--- src/rtl/rcpt_pkg.sv ---
// Constants and command codes for the maintenance timing controller
package rcpt_pkg;

  typedef enum logic [3:0] {
    CMD_NOP,
    CMD_REF_ALL,
    CMD_REF_INC,
    CMD_ROW_CLOSE,
    CMD_REF_CLOSE,
    CMD_OTHER,
    CMD_CAL_CUR,
    CMD_CAL_IMP,
    CMD_CAL_END,
    CMD_PDN_ENTER,
    CMD_PDN_EXIT
  } rcpt_cmd_e;

  localparam int CLK_PERIOD_NS = 8;
  localparam int CORE_INIT_NS = 1500000;
  localparam int CORE_INIT_CYC = (CORE_INIT_NS + CLK_PERIOD_NS - 1) / CLK_PERIOD_NS;
  localparam int REF_AVG_NS = 488;
  localparam int REF_AVG_CYC = REF_AVG_NS / CLK_PERIOD_NS;

  localparam int REF_BURST_MAX = 128;
  localparam int REF_BURST_GAP = 40;
  localparam int CAL_GAP_CLOSE = 4;
  localparam int CAL_GAP_OTHER = 16;
  localparam int CAL_TO_END = 12;
  localparam int CAL_END_TO_CMD = 24;
  localparam int CMD_TO_PDN = 16;
  localparam int PDN_CLK_HOLD = 16;
  localparam int CLK_TO_PDN_EXIT = 16;
  localparam int PDN_LOCK = 4096;

  localparam int HALF_DIV = 4;
  localparam int DIV_W = 4;
  localparam int LINK_W = 13;
  localparam int INIT_W = 18;
  localparam int REFT_W = 8;
  localparam int BURST_W = 8;
  localparam int DEBT_W = 6;

endpackage : rcpt_pkg

--- src/rtl/rcpt_sat_counter.sv ---
// Saturating event counter with restart
`timescale 1ns/1ns
module rcpt_sat_counter #(
  parameter int W = 8
) (
  input wire logic clk,
  input wire logic nrst,
  input wire logic clr,
  input wire logic en,
  output logic [W-1:0] count
);

  logic [W-1:0] count_q;
  logic [W-1:0] count_d;
  wire logic atMax = &count_q;

  // A restart on a counting edge already counts that edge
  assign count_d = clr ? {{(W-1){1'b0}}, en} : ((en && !atMax) ? count_q + 1'b1 : count_q);
  assign count = count_q;

  always_ff @(posedge clk) begin
    if (!nrst) begin
      count_q <= '0;
    end else begin
      count_q <= count_d;
    end
  end

endmodule : rcpt_sat_counter

--- src/rtl/rcpt_host.sv ---
// Controller that spaces refresh, calibration and low-power traffic on the request link
`timescale 1ns/1ns
module rcpt_host #(
  parameter int CORE_INIT_CYC = rcpt_pkg::CORE_INIT_CYC,
  parameter int HALF_DIV = rcpt_pkg::HALF_DIV
) (
  input wire logic clk,
  input wire logic nrst,
  input wire logic cmdValid,
  input wire rcpt_pkg::rcpt_cmd_e cmdCode,
  output logic cmdAccept_q,
  output logic coreReady_q,
  output logic refreshDue_q,
  output logic reqClkTrue_q,
  output logic reqClkComp_q,
  output logic pktValid_q,
  output rcpt_pkg::rcpt_cmd_e pktCode_q,
  output logic lowPower_q
);

  typedef enum logic [2:0] {S_INIT, S_RUN, S_CAL, S_PDN, S_WAKE, S_LOCK} rcpt_state_e;
  localparam int LW = rcpt_pkg::LINK_W;

  rcpt_state_e state_q, state_d;
  logic [rcpt_pkg::DIV_W-1:0] divCnt_q;
  logic phase_q, clkRun_q, lastClose_q;
  logic [rcpt_pkg::BURST_W-1:0] burstCnt_q;
  logic [rcpt_pkg::REFT_W-1:0] refTimer_q;
  logic [rcpt_pkg::DEBT_W-1:0] debt_q;
  logic [LW-1:0] sinceCmd, sinceRef, sinceCale, phaseCnt;
  logic [rcpt_pkg::INIT_W-1:0] initCnt;

  // Request clock: divided from clk, packets launch as it falls
  wire logic divWrap = divCnt_q == rcpt_pkg::DIV_W'(HALF_DIV - 1);
  wire logic tick = divWrap && phase_q;
  wire logic phaseNext = divWrap ? !phase_q : phase_q;

  // Command classes
  wire logic userRef = cmdCode == rcpt_pkg::CMD_REF_ALL || cmdCode == rcpt_pkg::CMD_REF_INC;
  wire logic userCal = cmdCode == rcpt_pkg::CMD_CAL_CUR || cmdCode == rcpt_pkg::CMD_CAL_IMP;
  wire logic userStray = cmdCode == rcpt_pkg::CMD_CAL_END || cmdCode == rcpt_pkg::CMD_PDN_EXIT
                      || cmdCode == rcpt_pkg::CMD_NOP;
  wire logic userPdn = cmdCode == rcpt_pkg::CMD_PDN_ENTER;

  // Spacing checks, in link cycles except initDone, which counts clk cycles, and the burst limit in refOk, which counts refreshes
  wire logic refGapOk = sinceRef >= LW'(rcpt_pkg::REF_BURST_GAP);
  wire logic refOk = (burstCnt_q < rcpt_pkg::BURST_W'(rcpt_pkg::REF_BURST_MAX)) || refGapOk;
  wire logic caleOk = sinceCale >= LW'(rcpt_pkg::CAL_END_TO_CMD);
  wire logic calOk = sinceCmd >= (lastClose_q ? LW'(rcpt_pkg::CAL_GAP_CLOSE)
                                              : LW'(rcpt_pkg::CAL_GAP_OTHER));
  wire logic pdnOk = sinceCmd >= LW'(rcpt_pkg::CMD_TO_PDN);
  wire logic calEndOk = phaseCnt >= LW'(rcpt_pkg::CAL_TO_END);
  wire logic clkHoldDone = phaseCnt >= LW'(rcpt_pkg::PDN_CLK_HOLD);
  wire logic wakeDone = phaseCnt >= LW'(rcpt_pkg::CLK_TO_PDN_EXIT);
  wire logic lockDone = phaseCnt >= LW'(rcpt_pkg::PDN_LOCK);
  wire logic initDone = initCnt >= rcpt_pkg::INIT_W'(CORE_INIT_CYC);

  wire logic runOk = userStray || (userRef ? (refOk && caleOk)
                   : userCal ? (calOk && caleOk)
                   : userPdn ? pdnOk : caleOk);
  wire logic userOk = (state_q == S_RUN && runOk)
                   || (state_q == S_CAL && cmdCode == rcpt_pkg::CMD_CAL_END && calEndOk)
                   || (state_q == S_PDN && cmdCode == rcpt_pkg::CMD_PDN_EXIT && clkHoldDone);

  // Owed refreshes go first so user traffic cannot starve them
  wire logic intRef = state_q == S_RUN && debt_q != '0 && refOk && caleOk;
  wire logic take = tick && !intRef && cmdValid && userOk;
  wire logic dropIt = state_q == S_RUN && userStray;
  wire logic pdnExit = state_q == S_PDN;
  wire logic sendPkt = tick && (intRef || (take && !dropIt && !pdnExit));
  wire rcpt_pkg::rcpt_cmd_e code = intRef ? rcpt_pkg::CMD_REF_INC : cmdCode;
  wire logic isRef = code == rcpt_pkg::CMD_REF_ALL || code == rcpt_pkg::CMD_REF_INC;
  wire logic isMaint = code == rcpt_pkg::CMD_CAL_CUR || code == rcpt_pkg::CMD_CAL_IMP
                    || code == rcpt_pkg::CMD_CAL_END || code == rcpt_pkg::CMD_PDN_ENTER;
  wire logic carriesCmd = sendPkt && !isMaint;
  wire logic isClose = code == rcpt_pkg::CMD_ROW_CLOSE || code == rcpt_pkg::CMD_REF_CLOSE;
  wire logic refSent = sendPkt && isRef;

  // Refresh pacing: one refresh owed per average interval, self-refresh covers low power
  wire logic paceRun = state_q == S_RUN || state_q == S_CAL;
  wire logic refTimerWrap = refTimer_q == rcpt_pkg::REFT_W'(rcpt_pkg::REF_AVG_CYC - 1);
  wire logic debtUp = paceRun && refTimerWrap && !(&debt_q);
  wire logic debtDown = refSent && debt_q != '0;

  always_comb begin
    state_d = state_q;
    unique case (state_q)
      S_INIT: if (initDone) state_d = S_RUN;
      S_RUN: begin
        if (sendPkt && (code == rcpt_pkg::CMD_CAL_CUR || code == rcpt_pkg::CMD_CAL_IMP)) begin
          state_d = S_CAL;
        end else if (sendPkt && code == rcpt_pkg::CMD_PDN_ENTER) begin
          state_d = S_PDN;
        end
      end
      S_CAL: if (sendPkt) state_d = S_RUN;
      S_PDN: if (take) state_d = S_WAKE;
      S_WAKE: if (tick && wakeDone) state_d = S_LOCK;
      S_LOCK: if (tick && lockDone) state_d = S_RUN;
    endcase
  end

  rcpt_sat_counter #(.W(rcpt_pkg::INIT_W)) uInit (
    .clk(clk), .nrst(nrst), .clr(1'b0), .en(state_q == S_INIT), .count(initCnt));
  rcpt_sat_counter #(.W(LW)) uSinceCmd (
    .clk(clk), .nrst(nrst), .clr(carriesCmd), .en(tick), .count(sinceCmd));
  rcpt_sat_counter #(.W(LW)) uSinceRef (
    .clk(clk), .nrst(nrst), .clr(refSent), .en(tick), .count(sinceRef));
  rcpt_sat_counter #(.W(LW)) uSinceCale (
    .clk(clk), .nrst(nrst), .clr(sendPkt && code == rcpt_pkg::CMD_CAL_END), .en(tick),
    .count(sinceCale));
  rcpt_sat_counter #(.W(LW)) uPhase (
    .clk(clk), .nrst(nrst), .clr(state_d != state_q), .en(tick), .count(phaseCnt));

  always_ff @(posedge clk) begin
    if (!nrst) begin
      divCnt_q <= '0;
      phase_q <= 1'b0;
      reqClkTrue_q <= 1'b0;
      reqClkComp_q <= 1'b1;
    end else begin
      divCnt_q <= divWrap ? '0 : divCnt_q + 1'b1;
      phase_q <= phaseNext;
      // Run changes only while the clock is low, so no runt pulse
      reqClkTrue_q <= clkRun_q && phaseNext;
      reqClkComp_q <= !(clkRun_q && phaseNext);
    end
  end

  always_ff @(posedge clk) begin
    if (!nrst) begin
      state_q <= S_INIT;
      clkRun_q <= 1'b1;
      lowPower_q <= 1'b0;
      coreReady_q <= 1'b0;
    end else begin
      state_q <= state_d;
      coreReady_q <= coreReady_q || (state_q == S_INIT && initDone);
      if (state_q == S_PDN && tick && clkHoldDone) clkRun_q <= 1'b0;
      if (state_q == S_PDN && take) clkRun_q <= 1'b1;
      if (state_q == S_RUN && state_d == S_PDN) lowPower_q <= 1'b1;
      if (state_q == S_WAKE && state_d == S_LOCK) lowPower_q <= 1'b0;
    end
  end

  always_ff @(posedge clk) begin
    if (!nrst) begin
      pktValid_q <= 1'b0;
      pktCode_q <= rcpt_pkg::CMD_NOP;
      cmdAccept_q <= 1'b0;
      lastClose_q <= 1'b0;
    end else begin
      cmdAccept_q <= take;
      // A packet stands for one whole link cycle
      if (tick) begin
        pktValid_q <= sendPkt;
        pktCode_q <= sendPkt ? code : rcpt_pkg::CMD_NOP;
      end
      if (carriesCmd) lastClose_q <= isClose;
    end
  end

  always_ff @(posedge clk) begin
    if (!nrst) begin
      burstCnt_q <= '0;
      refTimer_q <= '0;
      debt_q <= '0;
      refreshDue_q <= 1'b0;
    end else begin
      if (refSent) begin
        burstCnt_q <= refGapOk ? rcpt_pkg::BURST_W'(1) : burstCnt_q + 1'b1;
      end
      refTimer_q <= (refTimerWrap || !paceRun) ? '0 : refTimer_q + 1'b1;
      // Debt clears on leaving lock; otherwise intervals add to it and sent refreshes repay it
      if (state_q == S_LOCK && state_d == S_RUN) begin
        debt_q <= '0;
      end else if (debtUp && !debtDown) begin
        debt_q <= debt_q + 1'b1;
      end else if (debtDown && !debtUp) begin
        debt_q <= debt_q - 1'b1;
      end
      refreshDue_q <= debt_q != '0;
    end
  end

endmodule : rcpt_host

--- config.mk ---
export PLATFORM = sky130hd
export DESIGN_NAME = rcpt_host
export DESIGN_NICKNAME = d
export VERILOG_FILES = /design/src/rtl/rcpt_pkg.sv /design/src/rtl/rcpt_sat_counter.sv /design/src/rtl/rcpt_host.sv
export SDC_FILE = /design/constraint.sdc
export NUM_CORES = 1
export LEC_CHECK = 0
export BUFFER_PORTS_ARGS = -buffer_cell sky130_fd_sc_hd__buf_2
export CORE_MARGIN = 3
export CORE_UTILIZATION = 41
export CTS_CLUSTER_SIZE = 40
export DETAILED_ROUTE_END_ITERATION = 8
export GPL_TIMING_DRIVEN = 0
export SYNTH_ARGS = -nofsm -noshare
export SYNTH_HDL_FRONTEND = slang
export SYNTH_SLANG_ARGS = --single-unit
--- constraint.sdc ---
create_clock -name clk -period 5.7 [get_ports clk]
set_clock_uncertainty 0.1 [all_clocks]
set_input_delay 0.57 -clock clk [delete_from_list [all_inputs] [get_ports clk]]
set_output_delay 0.57 -clock clk [all_outputs]
set_load 0.1 [all_outputs]
==> flow_summary.toml <==
[timing]
hold_viol = 0
worstMarginPinSlew_ns = 0.626
fin_tns_setup_ns = 0
fmax_mhz = 214
finalWorstPathRequiredPeriod_ns = 4.68
rsz0062_at_grt = "false"
fin_hold_ws_ns = 0.338
relSlewSlack_pct = 58.2
fin_ws_ns = 1.02
drv_slew = 0
finalCritPeriodShare_pct = 82.1
setup_viol = 0

[placed_design]
place_ws_ns = 1.05
io_buffers = 17
dp_hpwl_um = 9190
dp.cells = 887
gp_congestion = 0.926

[grt]
globalRouteTotalUtil_pct = 17.3
grt_pass1_wl_um = 22400
grt_max_degree = 17
grt_pass1_vias = 4855
gr-total-overflow = 0
antenna_found_initial = 1

[die]
fp.dieW_um = 125
ios = 18
die_h_um = 125
initial_core_util_pct = 42.8
rows = 42
core_area_um2 = 13500
die_area_um2 = 15600

[synthesis]
synth_edf_count = 0
syn_nets = 725
avgSynthCellArea_um2 = 8.33
synth_area_um2 = 5780
synthDistinctLibCells = 60
yosysWarnings = 0
synth_ff_type = "dfxtp_1"
synth_seq_cells = 113
synth_cells = 694
yosysSeqAreaShare_pct = 39.2
async_reset_ff_share_pct = 0

[detailed_routing]
first_iter_violations = 281
detail-route-antenna-nets = 0
wl_um = 12700
num_vias = 4822
dr.pass1.iters = 4
post-route-drc-count = 0
wl_per_cell_um = 13.8
viasPerCell = 5.25

[setup_path]
critPathMaxFanout = 10
worstPathCellList = "ha_1 -> nor3b_1 -> ha_1 -> clkbuf_1 -> o221ai_2 -> nor2_2 -> nand2_1 -> ha_1 -> inv_1 -> ha_1 -> a21oi_1 -> nand2_1 -> a21o_1 -> a21oi_1 -> xnor2_1 -> or3_1 -> a21oi_1"
cp-end-kind = "register"
cp.arrival_ns = 4.92
cpPeakStageDelay_ns = 0.47
critical_path_class = "reg2reg"
cp-start-kind = "register"
worst_path_max_delay_cell = "ha_1"
crit_top_cell = "ha_1"
cp.required_ns = 5.94

[power_and_ir_drop]
peakVddDrop_v = 0.000190
p_switching_w = 0.000412
finalPower_w = 0.00188
netSwitchingFraction_pct = 21.9
power.density_nw_per_um2 = 283
clkPwrFrac_pct = 54.4
leakage_nw = 2.49
p_int_w = 0.00147
seqPwrFrac_pct = 42.4
combPwrFrac_pct = 3.1

[clock_network]
insertion_delay_ns = 0.42
h-tree-depth = 4
cts_setup_buffers = 0
clk_pin_slew_worst_paths_ns = 0.05
cts_resized = 0
cts_made_buffers = 17
clockBufferDepth = 2
cts_hold_buf = 0
clockRootBuffer = "clkbuf_16"
cts_tree = "done"
clock_sinks = 113

[cells_and_area]
area_growth_pct = 15.2
num_antenna_cells = 0
layout-drive-gt1-share_pct = 10.8
fillCellCount = 1297
layout.nets = 761
layout.cells.non_filler = 919

[status]
status = "finished clean"

[run]
maxCapViolCount = 0

[min_path]
hold_path_class = "reg2reg"
-- critical path: cells and delay by family, from the launching register on --
kind                       cells  cell delay, ns
AOI/OAI and AO/OA              5            0.96
xor gates and xnor gates       1            0.09
adders and majority gates      4            1.21
buffers and inverters          2            0.59
DFF                            1            0.35
and+or+nand+nor                5            1.30
-- cells by family (layout without fill, tap and decap cells) --
family,after synthesis,after routing,synth area share (%)
and+or+nand+nor,333,333,29.4
adders and majority gates,24,24,5.33
muxes,1,1,0.173
xor gates and xnor gates,74,74,11.2
AOI/OAI and AO/OA,97,97,10.9
DFF,113,113,39.2
buffers and inverters,52,101,3.79
-- per-stage QoR --
| step | instance area, um2 | util [%] |
|---|---|---|
| final | 6660 | 49.3 |
| after global routing | 6660 | 49.3 |
| after CTS | 6660 | 49.3 |
| after detailed placement | 6080 | 45.0 |
| after global placement | 6080 | 45.0 |
| after floorplan | 5780 | - |
-- sequential cells by signal (all words and copies together), names as in the netlist --
signal and flops:
uSinceCmd.count 13, clkRun_q 1, uPhase.count 13, cmdAccept_q 1, burstCnt_q 8, uSinceRef.count 13, lastClose_q 1, refTimer_q 8
reqClkComp_q 1, reqClkTrue_q 1, debt_q 6, pktCode_q 4, divCnt_q 4, uInit.count 18, uSinceCale.count 13, pktValid_q 1
coreReady_q 1, phase_q 1, refreshDue_q 1, lowPower_q 1, state_q 3
-- synthesized netlist by cell type (all sizes together), types with 4 or more instances --
library cell	number	area (um2)
buf	11	65.1
and4	5	43.8
nand3b	4	30.0
nand2	43	161
nand4	25	156
nor2	131	519
nand2b	9	56.3
nand3	36	190
nor4	14	145
o21a	4	30.0
dfxtp	113	2260
clkbuf	7	26.3
nor3	21	105
and3	12	75.1
a21oi	42	214
o21ai	14	70.1
inv	34	128
nor2b	7	43.8
a31oi	8	50.1
xnor2	34	298
ha	23	288
xor2	40	350
and2	11	68.8
or3	7	43.8
a21boi	4	30.0
-- cell type report --
type | instances | area [um2] | area share, %
timing repair buffer | 17 | 85.1 | 1.28
inverter | 34 | 128 | 1.92
sequential | 113 | 2260 | 34.0
buffer | 18 | 91.3 | 1.37
clock buffer | 21 | 460 | 6.92
clock inverter | 11 | 113 | 1.69
multi-input combinational | 529 | 3300 | 49.5
tap | 176 | 220 | 3.31
-- layout by cell type, fill, tap and decap left out, types with 4 or more instances in the layout --
| cell | netlist | final |
|---|---|---|
| o21a_1 | 4 | 4 |
| xor2_1 | 40 | 40 |
| a31oi_1 | 8 | 8 |
| nor2_1 | 120 | 120 |
| nand2_1 | 43 | 43 |
| nand3_1 | 34 | 34 |
| nand3b_1 | 4 | 4 |
| a21oi_1 | 41 | 41 |
| inv_1 | 34 | 34 |
| nor2b_1 | 7 | 7 |
| clkinv_2 | 0 | 6 |
| and3_1 | 12 | 12 |
| and2_1 | 10 | 10 |
| clkbuf_1 | 7 | 9 |
| dfxtp_1 | 113 | 113 |
| xnor2_1 | 34 | 34 |
| or3_1 | 7 | 7 |
| nand4_1 | 25 | 25 |
| and4_1 | 5 | 5 |
| buf_2 | 7 | 24 |
| o21ai_0 | 12 | 12 |
| clkbuf_16 | 0 | 17 |
| nor2_2 | 11 | 11 |
| ha_1 | 23 | 23 |
| nand2b_1 | 9 | 9 |
| nor3_1 | 21 | 21 |
| nor4_1 | 9 | 9 |
-- power by group through the flow --
stage	combinational (W)	clock [W]	sequential, W
final	0.0000592	0.00103	0.000800
after global routing	0.0000665	0.00109	0.000800
after CTS	0.0000602	0.00105	0.000799
after detailed placement	0.0000598	0	0.000816
after global placement	0.0000591	0	0.000816
after floorplan	0.0000341	0	0.000824
-- per-layer routing --
layer	up-vias	track usage, %	share of wire [%]
met4	2	7.54	2.2
met1	2281	21.3	48
met5	-	0	0.10
met3	22	4.42	3.0
met2	58	28.6	47
li1	2459	-	-
-- final timing paths --
path | from | to | slack, ns | cells past startpoint
max | divCnt_q[0]$_SDFF_PP0_ | debt_q[5]$_SDFFE_PP0P_ | 1.02 | 17
min reg2reg | clkRun_q$_SDFFE_PP1P_ | reqClkComp_q$_SDFF_PN1_ | 0.34 | 1
max reg2reg | divCnt_q[0]$_SDFF_PP0_ | debt_q[5]$_SDFFE_PP0P_ | 1.02 | 17
min | clkRun_q$_SDFFE_PP1P_ | reqClkComp_q$_SDFF_PN1_ | 0.34 | 1
Note: power is estimated with default switching activity, not from simulation.
